### config.mk
export PLATFORM = sky130hd
export DESIGN_NAME = display_idle_timeout_menu
export DESIGN_NICKNAME = d
export VERILOG_FILES = /design/src/rtl/display_idle_timeout_menu.v /design/src/rtl/idle_timer.v
export VERILOG_INCLUDE_DIRS = /design/src /design/src/rtl
export SDC_FILE = /design/constraint.sdc
export NUM_CORES = 1
export LEC_CHECK = 0
export BUFFER_PORTS_ARGS = -buffer_cell sky130_fd_sc_hd__buf_4
export CORE_MARGIN = 2
export CORE_UTILIZATION = 30
export DETAILED_ROUTE_END_ITERATION = 7
export SYNTH_ARGS = -nofsm -noshare
export SYNTH_HDL_FRONTEND = slang
export SYNTH_SLANG_ARGS = --single-unit
export TNS_END_PERCENT = 1
### constraint.sdc
create_clock -name mclk -period 6.8 [get_ports mclk]
set_clock_uncertainty 0.15 [all_clocks]
set_input_delay 0.34 -clock mclk [delete_from_list [all_inputs] [get_ports mclk]]
set_output_delay 0.34 -clock mclk [all_outputs]
set_load 0.005 [all_outputs]
### src/rtl/idle_menu_map.vh
/*
  constants for the display idle, timeout menu and status line block:
  setting codes, timeout seconds, page codes, status item codes, timing.
  assumes a single 40 MHz clock; included by bare name from rtl/.
*/
`ifndef IDLE_MENU_MAP_VH
`define IDLE_MENU_MAP_VH

// clock and timing
`define CLK_KHZ 32'h0000_9c40
`define ONE_SECOND_MS 32'h0000_03e8
`define SECONDS_PER_HOUR 12'he10
`define COUNT_MAX 17'h1869f

// sleep setting codes: 0 never, then 5 s .. 1 h
`define SLEEP_CHOICES 3'h7
`define SLEEP_S1 12'h005
`define SLEEP_S2 12'h00a
`define SLEEP_S3 12'h01e
`define SLEEP_S4 12'h03c
`define SLEEP_S5 12'h12c
`define SLEEP_S6 12'he10
`define SLEEP_RESET 3'h0

// inactivity setting codes: 0 none, then 30 s .. 1 h
`define INACT_CHOICES 3'h6
`define INACT_S1 12'h01e
`define INACT_S2 12'h03c
`define INACT_S3 12'h12c
`define INACT_S4 12'h708
`define INACT_S5 12'he10
`define INACT_RESET 3'h0

// one-hot pages
`define PAGE_HOME 5'h01
`define PAGE_MENU 5'h02
`define PAGE_SLEEP 5'h04
`define PAGE_INACT 5'h08
`define PAGE_LOCKOUT 5'h10

// status line items
`define ITEM_CYCLES 4'h0
`define ITEM_HOURS 4'h1
`define ITEM_FAULT 4'h2
`define ITEM_TERMS 4'h3

`endif

### src/rtl/display_idle_timeout_menu.v
/*
  display module idle logic: lcd sleep, auto-exit of setup pages, the two
  timeout setup pages, the home page status line and the cycle/hour counts.
  assumes raw buttons from pins (synchronised here), status inputs on mclk.
*/
`timescale 1ns/100ps
`include "idle_menu_map.vh"
// Contract
// - blank lcd after selected idle sleep period
// - inactivity choices none, 30s to 1h
// - auto-exit idle pages except home, lockout, diagnostics
// - any button press counts as activity
// - setup page shows stored setting on entry
// - up/down step choices on edit line
// - right/left move focus to save commands
// - up/down toggle accept and reject
// - ok stores on accept, discards on reject
// - after save command return to setup menu
// - home line shows user-selected status item
// - cycle count up on each valve energize
// - hour count up per 60 valve minutes
// - report last lockout reason code 0-127
// - terminal item shows each terminal on/off
module display_idle_timeout_menu #(
  parameter TICK_CYCLES = `ONE_SECOND_MS * `CLK_KHZ,
  parameter TERMS = 16
) (
  input wire mclk,
  input wire rst,
  input wire btn_up_raw,
  input wire btn_down_raw,
  input wire btn_left_raw,
  input wire btn_right_raw,
  input wire btn_ok_raw,
  input wire lockout_active,
  input wire diag_active,
  input wire main_valve_on,
  input wire [6:0] last_lockout_reason,
  input wire [TERMS-1:0] terminal_state,
  input wire [3:0] status_select,
  output reg lcd_on,
  output reg [4:0] page,
  output reg menu_cursor,
  output reg [2:0] edit_value,
  output reg focus_save,
  output reg save_accept,
  output reg [2:0] sleep_setting,
  output reg [2:0] inact_setting,
  output reg [3:0] status_line_item,
  output reg [16:0] status_line_value,
  output reg [TERMS-1:0] status_line_terms,
  output reg [16:0] cycle_count,
  output reg [16:0] hour_count
);
  localparam [31:0] TICK_LAST = TICK_CYCLES - 1;
  reg [4:0] btn_meta, btn_sync, btn_prev;
  reg [31:0] div_count;
  reg tick, valve_prev;
  reg [11:0] valve_seconds, sleep_limit, inact_limit;
  reg [4:0] next_page;
  reg next_menu_cursor, next_focus_save, next_save_accept;
  reg [2:0] next_edit_value, next_sleep_setting, next_inact_setting, choices;
  wire sleep_expired, inact_expired;

  // two-stage synchroniser, then edge detect on the second stage
  always @(posedge mclk)
  begin
    if (rst)
    begin
      btn_meta <= 5'h00;
      btn_sync <= 5'h00;
      btn_prev <= 5'h00;
    end
    else
    begin
      btn_meta <= {btn_ok_raw, btn_right_raw, btn_left_raw, btn_down_raw, btn_up_raw};
      btn_sync <= btn_meta;
      btn_prev <= btn_sync;
    end
  end

  // one-cycle press pulses; any of them is user activity
  wire [4:0] press = btn_sync & ~btn_prev;
  wire any_press = |press;
  wire p_up = press[0];
  wire p_down = press[1];
  wire p_left = press[2];
  wire p_right = press[3];
  wire p_ok = press[4];
  // gating the exit itself keeps presses working while diagnostics run
  wire auto_exit = inact_expired && !diag_active;

  // one-second enable from the clock divider
  always @(posedge mclk)
  begin
    if (rst)
    begin
      div_count <= 32'h0000_0000;
      tick <= 1'b0;
    end
    else
    begin
      div_count <= (div_count == TICK_LAST) ? 32'h0000_0000 : div_count + 32'h0000_0001;
      tick <= (div_count == TICK_LAST);
    end
  end

  // setting code to seconds; zero means never / none
  always @*
  begin
    case (sleep_setting)
      3'h1: sleep_limit = `SLEEP_S1;
      3'h2: sleep_limit = `SLEEP_S2;
      3'h3: sleep_limit = `SLEEP_S3;
      3'h4: sleep_limit = `SLEEP_S4;
      3'h5: sleep_limit = `SLEEP_S5;
      3'h6: sleep_limit = `SLEEP_S6;
      default: sleep_limit = 12'h000;
    endcase
    case (inact_setting)
      3'h1: inact_limit = `INACT_S1;
      3'h2: inact_limit = `INACT_S2;
      3'h3: inact_limit = `INACT_S3;
      3'h4: inact_limit = `INACT_S4;
      3'h5: inact_limit = `INACT_S5;
      default: inact_limit = 12'h000;
    endcase
  end

  // idle timers restart on any press
  idle_timer #(.WIDTH(12)) sleep_timer (
    .mclk(mclk), .rst(rst), .tick(tick), .limit(sleep_limit), .expired(sleep_expired),
    .restart(any_press)
  );
  idle_timer #(.WIDTH(12)) inact_timer (
    .mclk(mclk), .rst(rst), .tick(tick), .limit(inact_limit), .expired(inact_expired),
    .restart(any_press)
  );

  // lcd blanks on sleep expiry, any press relights it
  always @(posedge mclk)
  begin
    if (rst)
      lcd_on <= 1'b1;
    else if (any_press)
      lcd_on <= 1'b1;
    else if (sleep_expired)
      lcd_on <= 1'b0;
  end

  // page navigation and timeout setup editing
  always @*
  begin
    next_page = page;
    next_menu_cursor = menu_cursor;
    next_edit_value = edit_value;
    next_focus_save = focus_save;
    next_save_accept = save_accept;
    next_sleep_setting = sleep_setting;
    next_inact_setting = inact_setting;
    choices = (page == `PAGE_SLEEP) ? `SLEEP_CHOICES : `INACT_CHOICES;
    case (page)
      `PAGE_HOME:
      begin
        if (lcd_on && p_ok)
        begin
          next_page = `PAGE_MENU;
          next_menu_cursor = 1'b0;
        end
      end
      `PAGE_MENU:
      begin
        if (auto_exit)
          next_page = `PAGE_HOME;
        else if (!lcd_on)
          next_page = page;
        else if (p_up || p_down)
          next_menu_cursor = ~menu_cursor;
        else if (p_left)
          next_page = `PAGE_HOME;
        else if (p_ok || p_right)
        begin
          next_page = menu_cursor ? `PAGE_INACT : `PAGE_SLEEP;
          next_edit_value = menu_cursor ? inact_setting : sleep_setting;
          next_focus_save = 1'b0;
          next_save_accept = 1'b1;
        end
      end
      `PAGE_SLEEP, `PAGE_INACT:
      begin
        if (auto_exit)
          next_page = `PAGE_HOME;
        else if (!lcd_on)
          next_page = page;
        else if (p_left || p_right)
          next_focus_save = ~focus_save;
        else if (!focus_save && p_up)
          next_edit_value = (edit_value == choices - 3'h1) ? 3'h0 : edit_value + 3'h1;
        else if (!focus_save && p_down)
          next_edit_value = (edit_value == 3'h0) ? choices - 3'h1 : edit_value - 3'h1;
        else if (focus_save && (p_up || p_down))
          next_save_accept = ~save_accept;
        else if (focus_save && p_ok)
        begin
          if (save_accept && page == `PAGE_SLEEP)
            next_sleep_setting = edit_value;
          if (save_accept && page == `PAGE_INACT)
            next_inact_setting = edit_value;
          next_page = `PAGE_MENU;
          next_focus_save = 1'b0;
        end
      end
      `PAGE_LOCKOUT: next_page = `PAGE_HOME; // held below while lockout stays
      default: next_page = `PAGE_HOME;
    endcase
    // lockout takes over the display and never auto-exits
    if (lockout_active)
      next_page = `PAGE_LOCKOUT;
  end

  always @(posedge mclk)
  begin
    if (rst)
    begin
      page <= `PAGE_HOME;
      menu_cursor <= 1'b0;
      edit_value <= 3'h0;
      focus_save <= 1'b0;
      save_accept <= 1'b1;
      sleep_setting <= `SLEEP_RESET;
      inact_setting <= `INACT_RESET;
    end
    else
    begin
      page <= next_page;
      menu_cursor <= next_menu_cursor;
      edit_value <= next_edit_value;
      focus_save <= next_focus_save;
      save_accept <= next_save_accept;
      sleep_setting <= next_sleep_setting;
      inact_setting <= next_inact_setting;
    end
  end

  // cycle count on valve rising edge, hour count per 3600 valve seconds
  always @(posedge mclk)
  begin
    if (rst)
    begin
      valve_prev <= 1'b0;
      valve_seconds <= 12'h000;
      cycle_count <= 17'h00000;
      hour_count <= 17'h00000;
    end
    else
    begin
      valve_prev <= main_valve_on;
      if (main_valve_on && !valve_prev && cycle_count != `COUNT_MAX)
        cycle_count <= cycle_count + 17'h00001;
      if (main_valve_on && tick)
      begin
        if (valve_seconds == `SECONDS_PER_HOUR - 12'h001)
        begin
          valve_seconds <= 12'h000;
          if (hour_count != `COUNT_MAX)
            hour_count <= hour_count + 17'h00001;
        end
        else
          valve_seconds <= valve_seconds + 12'h001;
      end
    end
  end

  // home page status line: selected item and its value
  always @(posedge mclk)
  begin
    if (rst)
    begin
      status_line_item <= `ITEM_CYCLES;
      status_line_value <= 17'h00000;
      status_line_terms <= {TERMS{1'b0}};
    end
    else
    begin
      status_line_item <= status_select;
      status_line_terms <= (status_select == `ITEM_TERMS) ? terminal_state : {TERMS{1'b0}};
      case (status_select)
        `ITEM_CYCLES: status_line_value <= cycle_count;
        `ITEM_HOURS: status_line_value <= hour_count;
        `ITEM_FAULT: status_line_value <= {10'h000, last_lockout_reason};
        default: status_line_value <= 17'h00000;
      endcase
    end
  end
endmodule

### src/rtl/idle_timer.v
/*
  seconds idle timer: counts one-second ticks since the last restart and
  flags expiry once the count reaches a nonzero limit; limit zero disables.
  assumes tick is a one-cycle enable on the same clock.
*/
`timescale 1ns/100ps
module idle_timer #(
  parameter WIDTH = 12
) (
  input wire mclk,
  input wire rst,
  input wire tick,
  input wire restart,
  input wire [WIDTH-1:0] limit,
  output reg expired
);
  reg [WIDTH-1:0] seconds;

  // count idle seconds, saturating at the limit
  always @(posedge mclk)
  begin
    if (rst || restart)
    begin
      seconds <= {WIDTH{1'b0}};
      expired <= 1'b0;
    end
    else if (limit == {WIDTH{1'b0}})
    begin
      seconds <= {WIDTH{1'b0}};
      expired <= 1'b0;
    end
    else if (seconds >= limit)
      expired <= 1'b1;
    else if (tick)
      seconds <= seconds + {{(WIDTH-1){1'b0}}, 1'b1};
  end
endmodule

==> run_results.csv, run 1 <==
group,metric,value,unit
setup_path,worstPathRequired,6.95,ns
setup_path,worstSetupEndpointType,"flop",
power,comb_power_share,4.2,%
final_layout,seq_area,0.00352,mm^2
hold_path,min_to,"status_line_item[0]$_SDFF_PP0_",
timing,hold_slack,0.0162,ns
power,power_switching,0.000562,W
grt,antenna_found_initial,0,
setup_path,crit_fanout,12,
grt,grt_usage,14.2,%
synthesis,async_flop_share,0,%
hold_path,hp-start,"status_select[0]",
die,io_pins,126,
grt,grt_pass1_wl,33000,um
cts,numCtsBuffers,17,
grt,grt_pass1_vias,6583,
synthesis,synth_top_area_share,43.2,%
cts,root_buffer,"clkbuf_16",
setup_path,crit_type,"reg -> reg",
timing,period_needed,3.27,ns
cts,cts_setup_buffers,0,
cts,cts_hold_buf,23,
final_layout,final_nets,1130,
die,die_h,169,um
die,fp.dieArea,0.0285,mm^2
synthesis,synth_area_leaders,"dfxtp_1, nor2_1, ha_1",
synthesis,ys_warn_count,0,
grt,grt_max_degree,62,
route,via_per_inst,4.91,
timing,drv_slew,0,
die,start_util,30.4,%
power,p_leak,3.90,nW
job,cap_violations,0,
grt,grt-ovfl-total,0,
final_layout,multi_input_area,0.00443,mm^2
placement,place.detailed.hpwl,14300,um
synthesis,synth.net_count,990,
power,pwr-share-clk,47.2,%
timing,worst_slew_pin_slew,1.17,ns
setup_path,r2r_slack,3.53,ns
route,wirelength,20000,um
setup_path,crit_chain,"inv_1 -> ha_1 -> nor3_1 -> a21oi_1 -> nor2_1 -> nor2_1 -> ha_1 -> and2_1 -> o311a_1 -> nor4b_1 -> a31o_2 -> a21oi_1",
route,antenna_left,0,
power,seq_power_share,48.6,%
synthesis,syn_area,0.00815,mm^2
final_layout,area_growth,26.2,%
synthesis,synth_ff_type,"dfxtp_1",
synthesis,synth_top_area_cell,"dfxtp_1",
setup_path,rr_startpoint,"inact_setting[1]$_SDFFE_PP0P_",
final_layout,fillers,2649,
cts,path_clk_slew,0.08,ns
synthesis,synth-edff-count,0,
route,drc,0,
timing,final.setup.tns,0,ns
setup_path,crit_path_start_kind,"flop",
cts,cts.sinks,176,
cts,ctsResizeCount,0,
hold_path,min_path_cells,2,
timing,timing.fmax,306,MHz
setup_path,slowest_stage,"dfxtp_1",
final_layout,diodes,0,
setup_path,r2r_cells,12,
die,core,0.0268,mm^2
outcome,status,"completed",
setup_path,critPathArrivalTime,3.42,ns
route,drt_iter0_markers,438,
power,switching_share,26.1,%
hold_path,hp-class,"in -> reg",
placement,placed_cells,1359,
final_layout,final_cells,1414,
synthesis,yosysUniqueCellTypes,65,
timing,setup_violations,0,
cts,cts_max_path_buffers,2,
timing,hold_violations,0,
timing,rsz0062_at_grt,"no",
route,dr.pass1.iters,7,
timing,max_slew_margin,21.9,%
die,fp.dieW,169,um
synthesis,yosysSeqAreaShare,43.2,%
route,vias,6937,
route,wl_per_cell,14.1,um
setup_path,r2r_end,"inact_timer.seconds[11]$_SDFFE_PP0P_",
placement,place.gp.congestion,0.804,
timing,period_share,48.1,%
synthesis,syn_area_per_cell,8.86,um^2
power,power.density,210,mW/mm^2
placement,port_buffers,125,
die,fp-row-count,60,
synthesis,synth_seq_cells,176,
cts,htreeDepth,4,
synthesis,synth_cells,920,
final_layout,final_layout_size_suffix_gt1_share,17.8,%
power,peakVddDrop,0.151,mV
setup_path,cp_slowest_stage_delay,0.51,ns
power,p_int,0.00160,W
cts,cts_tree,"built",
cts,clock_latency,0.45,ns
==> kinds of logic (layout without fill, tap and decap cells) <==
| group | count (synthesis) | after routing | share of synthesized area (%) |
|---|---|---|---|
| and+or+nand+nor | 440 | 440 | 28.2 |
| buffers and inverters | 54 | 207 | 2.49 |
| muxes | 22 | 22 | 2.89 |
| DFF | 176 | 176 | 43.2 |
| AOI/OAI and AO/OA | 115 | 115 | 9.55 |
| xor gates and xnor gates | 80 | 80 | 8.59 |
| adders and majority gates | 33 | 33 | 5.06 |
==> sequential cells by signal, summed over array words and instances, names as in the netlist, 3 cells and up <==
| name | cells |
|---|---|
| edit_value | 3 |
| cycle_count | 17 |
| sleep_setting | 3 |
| status_line_terms | 16 |
| hour_count | 17 |
| inact_setting | 3 |
| div_count | 32 |
| btn_prev | 5 |
| page | 5 |
| status_line_item | 4 |
| inact_timer.seconds | 12 |
| sleep_timer.seconds | 12 |
| btn_sync | 5 |
| valve_seconds | 12 |
| status_line_value | 17 |
| btn_meta | 5 |
==> worst max-delay path, delay by kind of cell (launching register included) <==
family                     cells  cell delay [ns]
buffers and inverters          1             0.13
AOI/OAI and AO/OA              4             0.77
DFF                            1             0.51
adders and majority gates      2             0.66
and+or+nand+nor                5             0.92
==> cell usage in the layout (no fill, tap or decap), types with 4 or more instances in the layout <==
master,count
or2_2,4
and2_1,21
o21ai_0,21
ha_1,33
o21a_1,4
nor4_2,4
nand2_1,56
inv_1,25
a31oi_1,6
dlygate4sd3_1,23
nand3_1,54
clkinv_8,8
mux2_2,8
nor2b_1,31
and4_1,6
o211ai_1,4
xor2_1,44
nor2_1,142
or4_1,8
buf_4,127
o31ai_1,4
a21oi_1,29
nand2b_1,12
dfxtp_1,176
clkbuf_16,17
nor3_1,17
mux2i_1,13
and3_1,12
nor4b_1,6
nor4_1,15
a21o_1,6
a22oi_1,17
xnor2_1,36
or3_1,9
nand4_1,25
==> metal layers <==
layer  up-vias  wire length [um]  global-route usage, %
met5         -                 0                      0
met4         0               273                   4.24
met3        19              1010                   3.44
met2       162              9070                   22.7
met1      3252              9630                   19.0
li1       3504                 -                      -
==> worst max path at each step <==
stage                                  start                              endpoint  slack [ns]  cells after the start
2_1_floorplan  inact_setting[1]$_SDFFE_PP0P_   inact_timer.seconds[7]$_SDFFE_PP0P_        3.84                     13
3_3_place_gp   inact_setting[1]$_SDFFE_PP0P_  inact_timer.seconds[11]$_SDFFE_PP0P_        3.60                     12
3_5_place_dp   inact_setting[1]$_SDFFE_PP0P_  inact_timer.seconds[11]$_SDFFE_PP0P_        3.53                     12
4_1_cts        inact_setting[1]$_SDFFE_PP0P_  inact_timer.seconds[11]$_SDFFE_PP0P_        3.50                     12
5_1_grt        inact_setting[1]$_SDFFE_PP0P_  inact_timer.seconds[11]$_SDFFE_PP0P_        3.25                     13
6_report       inact_setting[1]$_SDFFE_PP0P_  inact_timer.seconds[11]$_SDFFE_PP0P_        3.53                     12
==> Yosys cell counts (25+ instances only) <==
cell type	n
xor2_1	44
inv_1	25
nor2_1	142
ha_1	33
nand3_1	54
clkbuf_1	26
nand4_1	25
nor2b_1	31
dfxtp_1	176
a21oi_1	29
xnor2_1	36
nand2_1	56
==> power by group through the flow <==
stage                logic, W  registers (W)  clock network, W
finish              0.0000912        0.00105           0.00102
global route         0.000100        0.00105           0.00109
floorplan           0.0000440        0.00107                 0
detailed placement  0.0000812        0.00107                 0
CTS                 0.0000917        0.00105           0.00105
global placement    0.0000803        0.00107                 0
==> final cells by class <==
type / count / share of cell area [%]
clock buffer: 17 / 4.13
clock inverter: 15 / 2.03
inverter: 25 / 0.912
multi-input combinational: 690 / 43.0
sequential: 176 / 34.2
tap: 341 / 4.15
timing repair buffer: 150 / 11.5
==> through the flow <==
step	utilization [%]	power, W	setup slack (ns)	cell area (um^2)
2_1_floorplan	-	0.00111	3.84	8150
3_3_place_gp	35.2	0.00115	3.60	9420
3_5_place_dp	35.2	0.00115	3.53	9420
4_1_cts	38.4	0.00219	3.50	10300
5_1_grt	38.4	0.00224	3.25	10300
6_report	38.4	0.00216	3.53	10300
No activity file was read; power rests on OpenSTA's default activity.
==> inputs of run 2 (changes only) <==
==> constraint.sdc (replaced) <==
create_clock -name mclk -period 3.2 [get_ports mclk]
set_clock_uncertainty 0.15 [all_clocks]
set_input_delay 0.16 -clock mclk [delete_from_list [all_inputs] [get_ports mclk]]
set_output_delay 0.16 -clock mclk [all_outputs]
set_load 0.005 [all_outputs]
==> run 2 against run 1 <==
Flip-flop and latch count is the same. Cell area increased by 2.1%. Wire length increased by 1.1%. Largest cell class unchanged.
==> run_results.csv, run 2 (synthesis results as in run 1) <==
group,metric,value,unit
outcome,status,"completed",
timing,period_needed,2.98,ns
final_layout,final_common_cell,"dfxtp_1",
route,drt_iter0_markers,415,
cts,root_buffer,"clkbuf_16",
die,fp.dieW,169,um
timing,period_share,93.0,%
route,drc,0,
die,die_h,169,um
die,io_pins,126,
timing,hold_slack,0.289,ns
final_layout,fillers,2631,
power,peakVddDrop,0.362,mV
route,antenna_left,0,
timing,timing.fmax,336,MHz
cts,cts_tree,"built",
setup_path,crit_path_start_kind,"flop",
die,core,0.0268,mm^2
cts,clock_latency,0.44,ns
route,wl_per_cell,14.1,um
placement,place.detailed.hpwl,14300,um
cts,path_clk_slew,0.07,ns
final_layout,final_nets,1151,
timing,drv_slew,0,
grt,grt_pass1_wl,33300,um
cts,cts.sinks,176,
grt,antenna_found_initial,0,
final_layout,final_layout_size_suffix_gt1_share,18.4,%
placement,port_buffers,125,
die,fp.dieArea,0.0285,mm^2
job,cap_violations,0,
power,total_power,0.00463,W
timing,worst_slew_pin_slew,1.01,ns
route,via_per_inst,4.86,
die,start_util,30.4,%
setup_path,worstPathRequired,3.36,ns
route,dr.pass1.iters,5,
route,wirelength,20200,um
final_layout,most-common-layout-cells,"dfxtp_1, nor2_1, buf_4",
power,p_leak,4.00,nW
setup_path,worstSetupEndpointType,"flop",
grt,grt_max_degree,60,
placement,place.gp.congestion,0.812,
cts,numCtsBuffers,17,
setup_path,crit_fanout,12,
hold_path,hp-class,"reg -> reg",
placement,post-place-ws,0.124,ns
final_layout,top_register,"div_count",
power,power.density,441,mW/mm^2
grt,grt-ovfl-total,0,
setup_path,critPathArrivalTime,3.13,ns
grt,grt_pass1_vias,6698,
timing,layout_setup_ws,0.223,ns
setup_path,crit_type,"reg -> reg",
cts,cts_max_path_buffers,2,
final_layout,area_growth,28.8,%
timing,setup_violations,0,
timing,max_slew_margin,32.4,%
die,fp-row-count,60,
timing,final.setup.tns,0,ns
timing,rsz0062_at_grt,"no",
grt,grt_usage,14.4,%
timing,hold_violations,0,
final_layout,largest_reg_flops,32,
final_layout,diodes,0,
route,vias,6975,
cts,htreeDepth,4,
[run 2: changes by cell type in the layout (fill, tap and decap cells not counted), moves of 2 or more]
cell / before / now
inv_8: 1 / 3
dlygate4sd3_1: 23 / 39
clkinv_8: 8 / 5
buf_4: 127 / 132
[run 2: path summary, 6_finish.rpt]
path                                       from  slack (ns)                             endpoint  depth (start not counted)
setup / recovery  inact_setting[2]$_SDFFE_PP0P_        0.22  inact_timer.seconds[7]$_SDFFE_PP0P_                         11
hold / removal           btn_meta[4]$_SDFF_PP0_        0.29               btn_sync[4]$_SDFF_PP0_                          1
setup reg to reg  inact_setting[2]$_SDFFE_PP0P_        0.22  inact_timer.seconds[7]$_SDFFE_PP0P_                         11
hold reg to reg          btn_meta[4]$_SDFF_PP0_        0.29               btn_sync[4]$_SDFF_PP0_                          1
[run 2: stage by stage]
stage / util, % / cells / instance area (um^2)
final: 39.2 / 1435 / 10500
after global routing: 39.2 / 1435 / 10500
after CTS: 39.1 / 1435 / 10500
after detailed placement: 35.3 / 1364 / 9460
after global placement: 35.3 / 1364 / 9460
after floorplan: - / 920 / 8150
[run 2: routing by layer]
metal / GRT usage, % / share of wire [%] / wire length [um] / vias up
met5: 0 / 0 / 0 / -
met2: 23.0 / 45 / 9100 / 136
li1: - / - / - / 3550
met3: 3.27 / 4.2 / 849 / 20
met1: 19.4 / 49 / 9960 / 3269
met4: 4.39 / 1.4 / 289 / 0
[run 2: layout make-up]
class                      count  area (um^2)  share of cell area (%)
clock buffer                  17          425                    4.05
clock inverter                15          205                    1.95
inverter                      25         93.8                   0.893
multi-input combinational    690         4450                    42.3
sequential                   176         3520                    33.6
tap                          341          427                    4.06
timing repair buffer         171         1380                    13.2
[run 2: critical path: stages, from the launching register on]
cell and delay, ns:
dfxtp_1 0.47, ha_1 0.35, nor3_1 0.16, a21oi_1 0.06, nor2_1 0.10, nor2_1 0.05
ha_1 0.28, and2_1 0.16, o311a_2 0.45, nor4_1 0.39, xnor2_1 0.17, nor2_1 0.05
[run 2: timing repair]
action / in CTS / in global routing
setup endpoints to repair: 0 / 5
endpoints found under the hold margin: 59 / 0
resized for setup: 0 / 5
buffers inserted: 0 / 0
hold buffers: 39 / 0
[run 2: power by group]
group          internal, W  switching, W  total (W)
logic             0.000111     0.0000989   0.000210
registers          0.00221     0.0000166    0.00223
clock network      0.00114       0.00105    0.00219
